[config.mk]
export PLATFORM = sky130hd
export DESIGN_NAME = frcc_top
export DESIGN_NICKNAME = d
export VERILOG_FILES = /design/src/frcc_pkg.sv /design/src/frcc_channel.sv /design/src/frcc_top.sv
export SDC_FILE = /design/constraint.sdc
export NUM_CORES = 1
export LEC_CHECK = 0
export BUFFER_PORTS_ARGS = -buffer_cell sky130_fd_sc_hd__buf_2
export CORE_ASPECT_RATIO = 0.8
export CORE_UTILIZATION = 59
export DETAILED_ROUTE_END_ITERATION = 10
export GPL_TIMING_DRIVEN = 0
export PLACE_DENSITY = 0.77
export SETUP_SLACK_MARGIN = 0.15
export SLEW_MARGIN = 20
export SYNTH_ARGS = -nofsm -noshare
export SYNTH_HDL_FRONTEND = slang
export SYNTH_SLANG_ARGS = --single-unit
[constraint.sdc]
create_clock -name clk_in -period 2.6 [get_ports clk_in]
set_input_delay 0.13 -clock clk_in [delete_from_list [all_inputs] [get_ports clk_in]]
set_output_delay 0.13 -clock clk_in [all_outputs]
set_load 0.005 [all_outputs]
[src/frcc_pkg.sv]
// package: register map, field layout and types of the capture/compare timer
package frcc_pkg;
  localparam int unsigned NUM_CH    = 4;
  localparam int unsigned CNT_W     = 16;
  // register byte offsets
  localparam logic [7:0] OFF_CTRL   = 8'h00; // run bit, per-channel capture select
  localparam logic [7:0] OFF_OPT    = 8'h04; // bit0 wrap flag, write zero clears
  localparam logic [7:0] OFF_COUNT  = 8'h08; // counter read-back
  localparam logic [7:0] OFF_EDGE   = 8'h0c; // 2 bits per channel edge select
  localparam logic [7:0] OFF_STAT   = 8'h10; // sticky events, write one clears
  localparam logic [7:0] OFF_MASK   = 8'h14; // interrupt enables
  localparam logic [7:0] OFF_CCR0   = 8'h20; // channel registers, 4 bytes apart
  // field positions
  localparam int unsigned CTRL_RUN_BIT  = 0;
  localparam int unsigned CTRL_CAP_LSB  = 4;
  localparam int unsigned STAT_WRAP_BIT = 4;
  localparam int unsigned OPT_WRAP_BIT  = 0;
  // reset values and counter top
  localparam logic [CNT_W-1:0] CNT_RST  = 16'h0000;
  localparam logic [CNT_W-1:0] CNT_TOP  = 16'hffff;
  localparam logic [CNT_W-1:0] CCR_RST  = 16'h0000;
  localparam logic [4:0]       MASK_RST = 5'h00;
  localparam logic [7:0]       EDGE_RST = 8'h00;
  // axi responses
  localparam logic [1:0] RESP_OKAY   = 2'h0;
  localparam logic [1:0] RESP_SLVERR = 2'h2;

  // one capture/compare channel's configuration
  typedef struct packed {
    logic       capture;  // 1 capture, 0 compare
    logic [1:0] edge_sel; // 0 none, 1 rising, 2 falling, 3 both
  } frcc_cfg_s;

  typedef struct packed {
    logic       run;
    logic       wrap;
    logic [4:0] stat;
    logic [4:0] mask;
  } frcc_ctl_s;
endpackage : frcc_pkg

[src/frcc_channel.sv]
// one capture/compare channel: edge detect, capture latch, match compare
`timescale 1ns/100ps
module frcc_channel
  import frcc_pkg::*;
#(
  parameter int unsigned W = CNT_W
) (
  input  wire logic             clk_in,
  input  wire logic             rst_n_in,
  input  wire frcc_cfg_s        cfg_in,
  input  wire logic             run_in,
  input  wire logic [W-1:0]     count_in,
  input  wire logic             pin_in,
  input  wire logic             wr_in,
  input  wire logic [W-1:0]     wdata_in,
  output logic [W-1:0]          ccr_out,
  output logic                  event_out,
  output logic                  tout_out
);
  typedef struct packed {
    logic [W-1:0] ccr;
    logic         pin;
    logic         evt;
    logic         tout;
    logic         run;
  } frcc_ch_s;

  frcc_ch_s st_q;
  frcc_ch_s st_d;
  logic     rise;
  logic     fall;
  logic     hit;

  // edge detect, capture and compare
  always_comb begin
    st_d = st_q;
    rise = pin_in & ~st_q.pin;
    fall = ~pin_in & st_q.pin;
    hit  = 1'b0;
    st_d.pin = pin_in;
    st_d.run = run_in;
    st_d.evt = 1'b0;
    if (cfg_in.capture) begin
      hit = run_in & ((cfg_in.edge_sel[0] & rise) | (cfg_in.edge_sel[1] & fall));
      if (hit) begin
        st_d.ccr = count_in;
      end else if (wr_in) begin
        st_d.ccr = wdata_in;
      end
    end else begin
      if (wr_in) begin
        st_d.ccr = wdata_in; // new value applies at once
      end
      // the first count value after start may match too, so a load of zero fires
      hit = run_in & (count_in == st_q.ccr);
      if (run_in & ~st_q.run) begin
        st_d.tout = ~st_q.tout;
      end
    end
    if (hit) begin
      st_d.evt = 1'b1;
      if (!cfg_in.capture) begin
        st_d.tout = ~st_d.tout; // start and match together cancel
      end
    end
  end

  always_ff @(posedge clk_in or negedge rst_n_in) begin
    if (!rst_n_in) begin
      st_q <= '0;
    end else begin
      st_q <= st_d;
    end
  end

  assign ccr_out   = st_q.ccr;
  assign event_out = st_q.evt;
  assign tout_out  = st_q.tout;

  capture_latch_a : assert property (@(posedge clk_in) disable iff (!rst_n_in)
    (cfg_in.capture && run_in && cfg_in.edge_sel[0] && pin_in && !st_q.pin)
      |=> (st_q.ccr == $past(count_in) && st_q.evt))
    else $error("capture did not latch counter");
  match_toggle_a : assert property (@(posedge clk_in) disable iff (!rst_n_in)
    (!cfg_in.capture && run_in && st_q.run && count_in == st_q.ccr && !wr_in)
      |=> (st_q.evt && st_q.tout != $past(st_q.tout)))
    else $error("compare match missed");
  cap_seen_c : cover property (@(posedge clk_in) disable iff (!rst_n_in)
    cfg_in.capture && st_q.evt);
  match_seen_c : cover property (@(posedge clk_in) disable iff (!rst_n_in)
    !cfg_in.capture && st_q.evt);
endmodule // frcc_channel

[src/frcc_top.sv]
// free-running 16-bit timer with four capture/compare channels, axi4-lite slave
`timescale 1ns/100ps
module frcc_top
  import frcc_pkg::*;
#(
  parameter int unsigned N = NUM_CH
) (
  input  wire logic             clk_in,
  input  wire logic             rst_n_in,
  // axi4-lite slave
  input  wire logic [7:0]       s_axi_awaddr_in,
  input  wire logic             s_axi_awvalid_in,
  output logic                  s_axi_awready_out,
  input  wire logic [31:0]      s_axi_wdata_in,
  input  wire logic [3:0]       s_axi_wstrb_in,
  input  wire logic             s_axi_wvalid_in,
  output logic                  s_axi_wready_out,
  output logic [1:0]            s_axi_bresp_out,
  output logic                  s_axi_bvalid_out,
  input  wire logic             s_axi_bready_in,
  input  wire logic [7:0]       s_axi_araddr_in,
  input  wire logic             s_axi_arvalid_in,
  output logic                  s_axi_arready_out,
  output logic [31:0]           s_axi_rdata_out,
  output logic [1:0]            s_axi_rresp_out,
  output logic                  s_axi_rvalid_out,
  input  wire logic             s_axi_rready_in,
  // pins
  input  wire logic [N-1:0]     channel_capture_input_in,
  output logic [N-1:0]          channel_timer_output_out,
  output logic                  irq_out
);
  typedef struct packed {
    logic [CNT_W-1:0] count;
    frcc_ctl_s        ctl;
    logic [N-1:0]     cap;
    logic [2*N-1:0]   edge_sel;
    logic             aw_got;
    logic [7:0]       awaddr;
    logic             w_got;
    logic [31:0]      wdata;
    logic [3:0]       wstrb;
    logic             bvalid;
    logic [1:0]       bresp;
    logic             rvalid;
    logic [31:0]      rdata;
    logic [1:0]       rresp;
    logic             irq;
    logic [N-1:0]     tout;
  } frcc_top_s;

  frcc_top_s st_q;
  frcc_top_s st_d;

  logic [CNT_W-1:0] ccr   [N];
  logic [N-1:0]     ch_evt;
  logic [N-1:0]     ch_tout;
  logic [N-1:0]     ch_wr;
  logic             do_wr;
  logic             wrap_now;

  assign do_wr    = st_q.aw_got & st_q.w_got & ~st_q.bvalid;
  assign wrap_now = st_q.ctl.run & (st_q.count == CNT_TOP);

  // one channel instance per capture/compare register
  for (genvar i = 0; i < N; i++) begin : g_ch
    frcc_cfg_s cfg;
    assign cfg.capture  = st_q.cap[i];
    assign cfg.edge_sel = st_q.edge_sel[2*i +: 2];
    assign ch_wr[i] = do_wr && st_q.wstrb[1:0] == 2'h3
                      && st_q.awaddr == OFF_CCR0 + 8'(4*i);
    frcc_channel #(.W(CNT_W)) u_ch (
      .clk_in    (clk_in),
      .rst_n_in  (rst_n_in),
      .cfg_in    (cfg),
      .run_in    (st_q.ctl.run),
      .count_in  (st_q.count),
      .pin_in    (channel_capture_input_in[i]),
      .wr_in     (ch_wr[i]),
      .wdata_in  (st_q.wdata[CNT_W-1:0]),
      .ccr_out   (ccr[i]),
      .event_out (ch_evt[i]),
      .tout_out  (ch_tout[i])
    );

    // a compare-mode write lands in that channel at once
    ccr_load_a : assert property (@(posedge clk_in) disable iff (!rst_n_in)
      (ch_wr[i] && !st_q.cap[i]) |=> (ccr[i] == $past(st_q.wdata[CNT_W-1:0])))
      else $error("channel register write lost");
    evt_keep_a : assert property (@(posedge clk_in) disable iff (!rst_n_in)
      ch_evt[i] |=> st_q.ctl.stat[i])
      else $error("channel event not recorded");
  end

  // counter, flags, bus handshake and register file
  always_comb begin
    st_d = st_q;
    st_d.tout = ch_tout;
    // counter runs while enabled, wraps FFFFH to 0000H
    if (!st_q.ctl.run) begin
      st_d.count = CNT_RST;
    end else begin
      st_d.count = st_q.count + 16'h0001;
    end
    // write channel accept
    if (s_axi_awvalid_in && !st_q.aw_got) begin
      st_d.aw_got = 1'b1;
      st_d.awaddr = s_axi_awaddr_in;
    end
    if (s_axi_wvalid_in && !st_q.w_got) begin
      st_d.w_got = 1'b1;
      st_d.wdata = s_axi_wdata_in;
      st_d.wstrb = s_axi_wstrb_in;
    end
    if (do_wr) begin
      st_d.bvalid = 1'b1;
      st_d.bresp  = RESP_OKAY;
      unique case (st_q.awaddr)
        OFF_CTRL: begin
          if (st_q.wstrb[0]) begin
            st_d.ctl.run = st_q.wdata[CTRL_RUN_BIT];
            st_d.cap     = st_q.wdata[CTRL_CAP_LSB +: N];
          end
        end
        OFF_OPT: begin
          if (st_q.wstrb[0] && !st_q.wdata[OPT_WRAP_BIT]) begin
            st_d.ctl.wrap = 1'b0;
          end
        end
        OFF_EDGE: begin
          if (st_q.wstrb[0]) begin
            st_d.edge_sel = st_q.wdata[2*N-1:0];
          end
        end
        OFF_STAT: begin
          if (st_q.wstrb[0]) begin
            st_d.ctl.stat = st_q.ctl.stat & ~st_q.wdata[4:0];
          end
        end
        OFF_MASK: begin
          if (st_q.wstrb[0]) begin
            st_d.ctl.mask = st_q.wdata[4:0];
          end
        end
        default: begin
          if (ch_wr == '0 && (st_q.awaddr < OFF_CCR0
              || st_q.awaddr > OFF_CCR0 + 8'(4*(N-1)) || st_q.awaddr[1:0] != 2'h0)) begin
            st_d.bresp = RESP_SLVERR;
          end
        end
      endcase
    end
    if (st_q.bvalid && s_axi_bready_in) begin
      st_d.bvalid = 1'b0;
      st_d.aw_got = 1'b0;
      st_d.w_got  = 1'b0;
    end
    // hardware sets win over software clears
    if (wrap_now) begin
      st_d.ctl.wrap = 1'b1;
      st_d.ctl.stat[STAT_WRAP_BIT] = 1'b1;
    end
    st_d.ctl.stat[N-1:0] = st_d.ctl.stat[N-1:0] | ch_evt;
    // read channel; reads have no side effect
    if (s_axi_arvalid_in && !st_q.rvalid) begin
      st_d.rvalid = 1'b1;
      st_d.rresp  = RESP_OKAY;
      st_d.rdata  = 32'h0000_0000;
      unique case (s_axi_araddr_in)
        OFF_CTRL:  st_d.rdata[CTRL_CAP_LSB +: N+0] = st_q.cap;
        OFF_OPT:   st_d.rdata[OPT_WRAP_BIT] = st_q.ctl.wrap;
        OFF_COUNT: st_d.rdata[CNT_W-1:0] = st_q.count;
        OFF_EDGE:  st_d.rdata[2*N-1:0] = st_q.edge_sel;
        OFF_STAT:  st_d.rdata[4:0] = st_q.ctl.stat;
        OFF_MASK:  st_d.rdata[4:0] = st_q.ctl.mask;
        default: begin
          st_d.rresp = RESP_SLVERR;
          for (int k = 0; k < N; k++) begin
            if (s_axi_araddr_in == OFF_CCR0 + 8'(4*k)) begin
              st_d.rdata[CNT_W-1:0] = ccr[k];
              st_d.rresp = RESP_OKAY;
            end
          end
        end
      endcase
      if (s_axi_araddr_in == OFF_CTRL) begin
        st_d.rdata[CTRL_RUN_BIT] = st_q.ctl.run;
      end
    end else if (st_q.rvalid && s_axi_rready_in) begin
      st_d.rvalid = 1'b0;
    end
    st_d.irq = |(st_d.ctl.stat & st_d.ctl.mask);
  end

  always_ff @(posedge clk_in or negedge rst_n_in) begin
    if (!rst_n_in) begin
      st_q <= '0;
    end else begin
      st_q <= st_d;
    end
  end

  // outputs straight from flops
  assign s_axi_awready_out        = ~st_q.aw_got;
  assign s_axi_wready_out         = ~st_q.w_got;
  assign s_axi_bvalid_out         = st_q.bvalid;
  assign s_axi_bresp_out          = st_q.bresp;
  assign s_axi_arready_out        = ~st_q.rvalid;
  assign s_axi_rvalid_out         = st_q.rvalid;
  assign s_axi_rdata_out          = st_q.rdata;
  assign s_axi_rresp_out          = st_q.rresp;
  assign channel_timer_output_out = st_q.tout;
  assign irq_out                  = st_q.irq;

  // checks
  wrap_count_a : assert property (@(posedge clk_in) disable iff (!rst_n_in)
    (st_q.ctl.run && st_q.count == CNT_TOP && st_d.ctl.run)
      |=> (st_q.count == CNT_RST && st_q.ctl.wrap))
    else $error("counter did not wrap to zero");
  count_step_a : assert property (@(posedge clk_in) disable iff (!rst_n_in)
    (st_q.ctl.run && $past(st_q.ctl.run)) |-> st_q.count == $past(st_q.count) + 16'h0001)
    else $error("counter did not step by one");
  wrap_sticky_a : assert property (@(posedge clk_in) disable iff (!rst_n_in)
    (st_q.ctl.wrap && !(do_wr && st_q.awaddr == OFF_OPT)) |=> st_q.ctl.wrap)
    else $error("wrap flag dropped on its own");
  wrap_read_a : assert property (@(posedge clk_in) disable iff (!rst_n_in)
    (st_q.ctl.wrap && s_axi_arvalid_in && !do_wr) |=> st_q.ctl.wrap)
    else $error("read changed wrap flag");
  wrap_clear_a : assert property (@(posedge clk_in) disable iff (!rst_n_in)
    (do_wr && st_q.awaddr == OFF_OPT && st_q.wstrb[0] && !st_q.wdata[0] && !wrap_now)
      |=> !st_q.ctl.wrap)
    else $error("wrap flag not cleared by write");
  wrap_shared_a : assert property (@(posedge clk_in) disable iff (!rst_n_in)
    wrap_now |=> (st_q.ctl.stat[STAT_WRAP_BIT] && st_q.ctl.wrap))
    else $error("shared wrap flag not set");
  event_sticky_a : assert property (@(posedge clk_in) disable iff (!rst_n_in)
    ch_evt[0] |=> st_q.ctl.stat[0])
    else $error("channel event not recorded");
  cap_multi_a : assert property (@(posedge clk_in) disable iff (!rst_n_in)
    (ch_evt == 4'hf) |=> (st_q.ctl.stat[3:0] == 4'hf))
    else $error("concurrent captures lost");
  irq_level_a : assert property (@(posedge clk_in) disable iff (!rst_n_in)
    (|(st_q.ctl.stat & st_q.ctl.mask)) |-> irq_out)
    else $error("interrupt not raised");

  // bus answers stand until taken, one update per write
  bvalid_hold_a : assert property (@(posedge clk_in) disable iff (!rst_n_in)
    (s_axi_bvalid_out && !s_axi_bready_in) |=> (s_axi_bvalid_out && $stable(s_axi_bresp_out)))
    else $error("write response dropped early");
  rvalid_hold_a : assert property (@(posedge clk_in) disable iff (!rst_n_in)
    (s_axi_rvalid_out && !s_axi_rready_in) |=> (s_axi_rvalid_out && $stable(s_axi_rdata_out)))
    else $error("read data dropped early");
  wr_once_a : assert property (@(posedge clk_in) disable iff (!rst_n_in)
    do_wr |=> !do_wr)
    else $error("one write applied twice");
  aw_block_a : assert property (@(posedge clk_in) disable iff (!rst_n_in)
    (st_q.aw_got && !(st_q.bvalid && s_axi_bready_in)) |=> !s_axi_awready_out)
    else $error("address taken before response");
  rd_misalign_a : assert property (@(posedge clk_in) disable iff (!rst_n_in)
    (s_axi_arvalid_in && s_axi_arready_out && s_axi_araddr_in[1:0] != 2'h0)
      |=> (s_axi_rresp_out == RESP_SLVERR))
    else $error("misaligned read not refused");

  // counter and wrap event details
  count_stop_a : assert property (@(posedge clk_in) disable iff (!rst_n_in)
    !st_q.ctl.run |=> (st_q.count == CNT_RST))
    else $error("stopped counter moved");
  wrap_irq_a : assert property (@(posedge clk_in) disable iff (!rst_n_in)
    (wrap_now && st_q.ctl.mask[STAT_WRAP_BIT] && !(do_wr && st_q.awaddr == OFF_MASK))
      |=> irq_out)
    else $error("wrap interrupt not raised");
  stat_clear_a : assert property (@(posedge clk_in) disable iff (!rst_n_in)
    (do_wr && st_q.awaddr == OFF_STAT && st_q.wstrb[0]
      && st_q.wdata[STAT_WRAP_BIT] && !wrap_now)
      |=> !st_q.ctl.stat[STAT_WRAP_BIT])
    else $error("wrap event not cleared by write");
  set_wins_a : assert property (@(posedge clk_in) disable iff (!rst_n_in)
    (wrap_now && do_wr && st_q.awaddr == OFF_OPT) |=> st_q.ctl.wrap)
    else $error("clear beat a new wrap");

  wrap_seen_c : cover property (@(posedge clk_in) disable iff (!rst_n_in) wrap_now);
  all_cap_c : cover property (@(posedge clk_in) disable iff (!rst_n_in) ch_evt == 4'hf);
  irq_c : cover property (@(posedge clk_in) disable iff (!rst_n_in) $rose(irq_out));
endmodule // frcc_top

==> impl_results.md <==
* Skew final at 11.1 ps
* Status: complete, no violations
* CTS buffer count at 17
* Tot GR Track Use at 0.346
* Die footprint at 16,100 um2
* Endpoints failing hold at 0
* Layout fillers at 1,086
* Die Width at 142 um
* DRC at 0
* Main synth FF type: dfrtp_1
* Synth top cells by count: 170 x dfrtp_1, 85 x nand2_1, 75 x mux2i_1, 75 x o21ai_0, 64 x xnor2_1
* Clock sink total at 170
* Pin count of the biggest net entering global routing at 100
* Final wirelength at 26,800 um
* CP Launch Type: flip-flop
* Peak VDD IR at 0.666 mV
* Max Clock Freq at 392 MHz
* First-pass GRT wire length at 40,800 um
* Cell Area, Synth at 9230 um2
* GR Overflow Total at 0
* Period minus WS final at 2550 ps
* Antenna-violating nets left at 0
* Finished Cell Area at 11,100 um2
* Worst-Margin Slew at 855 ps
* Area of the multi-input gates at 4490 um2
* Max-cap check violation count at 0
* Nets at 1,102
* Crit path required time at 2900 ps
* I/O pin cnt at 109
* Critical path, cell by cell: or4b_4 > or3_4 > buf_6 > mux2_4 > a222oi_1 > o221ai_1
* Placed cell count at 1,185
* Reg2reg start: st_q[85]$_DFFE_PN0P_
* Vias in the first global route at 7,271
* Number of synthesis warnings at 0
* HP Class: input port to asynchronous set/reset pin
* #FFs+latches synth at 170
* Clock-pin slew on the worst setup and hold paths at 70 ps
* Internal power contribution at 5.31 mW
* Switching share of power at 0.305
* Max-slew violations at 0
* Pwr Total at 7.64 mW
* Core ar. at 15,200 um2
* Fin cells at 1,263
* Crit path arrival time at 2850 ps
* Final Cycle Share at 0.980
* Clk buf depth at 2
* Largest stage delay on the critical path at 550 ps
* Worst Path Max Fanout at 6
* Drt pass-1 iters at 6
* Post-Synthesis Cells at 888
* Ratio of cells with drive above 1 in the final layout at 0.224
* Avg WL per Cell at 21.2 um
* Post-synth top area share at 0.461
* CP endpoint kind: flip-flop
* Clk_lat worst skew at 440 ps
* Post-synth EDFFs at 0
* Die height at 114 um
* Initial antenna violation count at 1
* Count of cell types in the netlist at 57
* Power per cell area at 690 nW/um2
* Critical path class: flip-flop to flip-flop
* Sequential share of power at 0.478
* RSZ-0062 raised after global routing: true
* Comb power frac at 0.182
* CTS tree: built
* Leading area contributor after synthesis: dfrtp_1
* Slew headroom at 0.430
* Vias per cell at 6.05
* Port Buffer Count at 69
* CTS root buf: clkbuf_16
* Post-synth ARST share at 1.00
* Avg Inst Size Synth at 10.4 um2
* Synth area leaders: dfrtp_1 46%, mux2i_1 8.1%, xnor2_1 6.1%, mux2_2 5.4%, o21ai_0 4.1%
* Worst reg-to-reg setup slack at 50 ps
* GPL Wtd Cong at 0.962
* Leak pwr at 4.53 nW
* Slowest cell on the critical path: or4b_4
* Register area share after synthesis at 0.461
* Post-DP HPWL at 18,400 um
* H-tree Lvls at 4
* Routed via count at 7,639
* Layout area overhead at 20.0%
* Starting Density at 0.608
* DRT iter0 DRCs at 968
* Worst r2r dst: irq_out$_DFF_PN0_
* Clock power share at 0.340
* Setup TNS at 0 ps
* Setup Viol. Count Final at 0
* Register area at 4250 um2
* Net switching power at 2.33 mW
* Most frequent cell after synthesis: dfrtp_1
* Placed inst area at 9940 um2
* Worst R2R Path Depth at 6
* Row cnt at 40
* Core Util, Final at 0.730
* Critical Path Start: st_q[85]$_DFFE_PN0P_
per-stage QoR:
stage          hold WS (ps)  worst slack, ps
3_5_place_dp            129             -107
3_3_place_gp            269            -1290
4_1_cts                 246             64.9
6_report                255             51.7
2_1_floorplan          -166              273
5_1_grt                 286             15.9
sequential cells by signal, summed over array words and instances, names as in the netlist, named ones only:
name                      cells
g_ch.u_ch.st_q                5
s_axi_rresp_out               1
channel_timer_output_out      4
s_axi_bresp_out               1
s_axi_rdata_out              16
s_axi_rvalid_out              1
irq_out                       1
g_ch.u_ch.ccr_out            64
g_ch.cfg                     12
st_q                         56
s_axi_bvalid_out              1
g_ch.u_ch.event_out           4
power by group through the flow:
| stage | sequential [mW] | combinational [mW] | clock, mW |
|---|---|---|---|
| global placement | 3.63 | 1.23 | 0 |
| global route | 3.69 | 1.52 | 2.71 |
| CTS | 3.60 | 1.36 | 2.61 |
| finish | 3.65 | 1.39 | 2.60 |
| floorplan | 3.40 | 0.906 | 0 |
| detailed placement | 3.65 | 1.27 | 0 |
layout make-up:
type | count | area share
Tap cell | 210 | 0.0237
Multi-Input combinational cell | 619 | 0.405
Clock buffer | 22 | 0.0437
Clock inverter | 10 | 0.0104
Inverter | 14 | 0.00474
Sequential cell | 170 | 0.384
Timing Repair Buffer | 114 | 0.0739
Antenna cell | 2 | 0.000452
Buffer | 102 | 0.0535
critical path, delay by kind of cell, from the launching register on:
family / cells / cell delay (ps)
and+or+nand+nor: 2 / 960
AOI/OAI and AO/OA: 2 / 580
DFF: 1 / 430
muxes: 1 / 300
buffers and inverters: 1 / 140
worst max path at each step:
stage / end / cells past startpoint
6_report: irq_out$_DFF_PN0_ / 6
4_1_cts: irq_out$_DFF_PN0_ / 6
3_5_place_dp: s_axi_rdata_out[10]$_DFFE_PN0P_ / 6
3_3_place_gp: st_q[44]$_DFFE_PN0P_ / 1
5_1_grt: irq_out$_DFF_PN0_ / 6
2_1_floorplan: irq_out$_DFF_PN0_ / 6
repair_timing:
item,CTS,global route
hold buffers,35,0
resized for setup,11,22
endpoints found under the setup margin,40,28
pin swaps,5,0
buffers inserted,4,4
gates cloned,0,1
hold endpoints to repair,105,0
logic make-up (layout without fill, tap and decap cells):
logic type / count (synthesis) / after routing / share of synthesized area
AOI/OAI and AO/OA: 138 / 138 / 0.0898
xor gates and xnor gates: 75 / 75 / 0.0712
adders and majority gates: 1 / 1 / 0.00136
buffers and inverters: 116 / 262 / 0.0659
DFF: 170 / 170 / 0.461
muxes: 137 / 137 / 0.177
other: 1 / 20 / 0.000406
and+or+nand+nor: 250 / 250 / 0.133
layout by cell type (no fill, tap or decap), drive strengths merged, types with 13 or more instances in the layout:
cell and n:
nor3 16, nor2 54, mux2 46, xnor2 64, dfrtp 170, o21ai 76, nand2 85, a21oi 16
inv 15, dlygate4sd3 35, mux4 16, nand4 25, clkbuf 65, mux2i 75, conb 18, or3 13
buf 138
routing by layer:
layer  wire length (um)  vias to the layer above  global-route usage
li1                   -                     3380                   -
met1              11200                     3669               0.493
met2              11400                      524               0.489
met3               3450                       66               0.119
met4                768                        0               0.126
met5                  0                        -                   0
(Power assumes the default switching activity.)
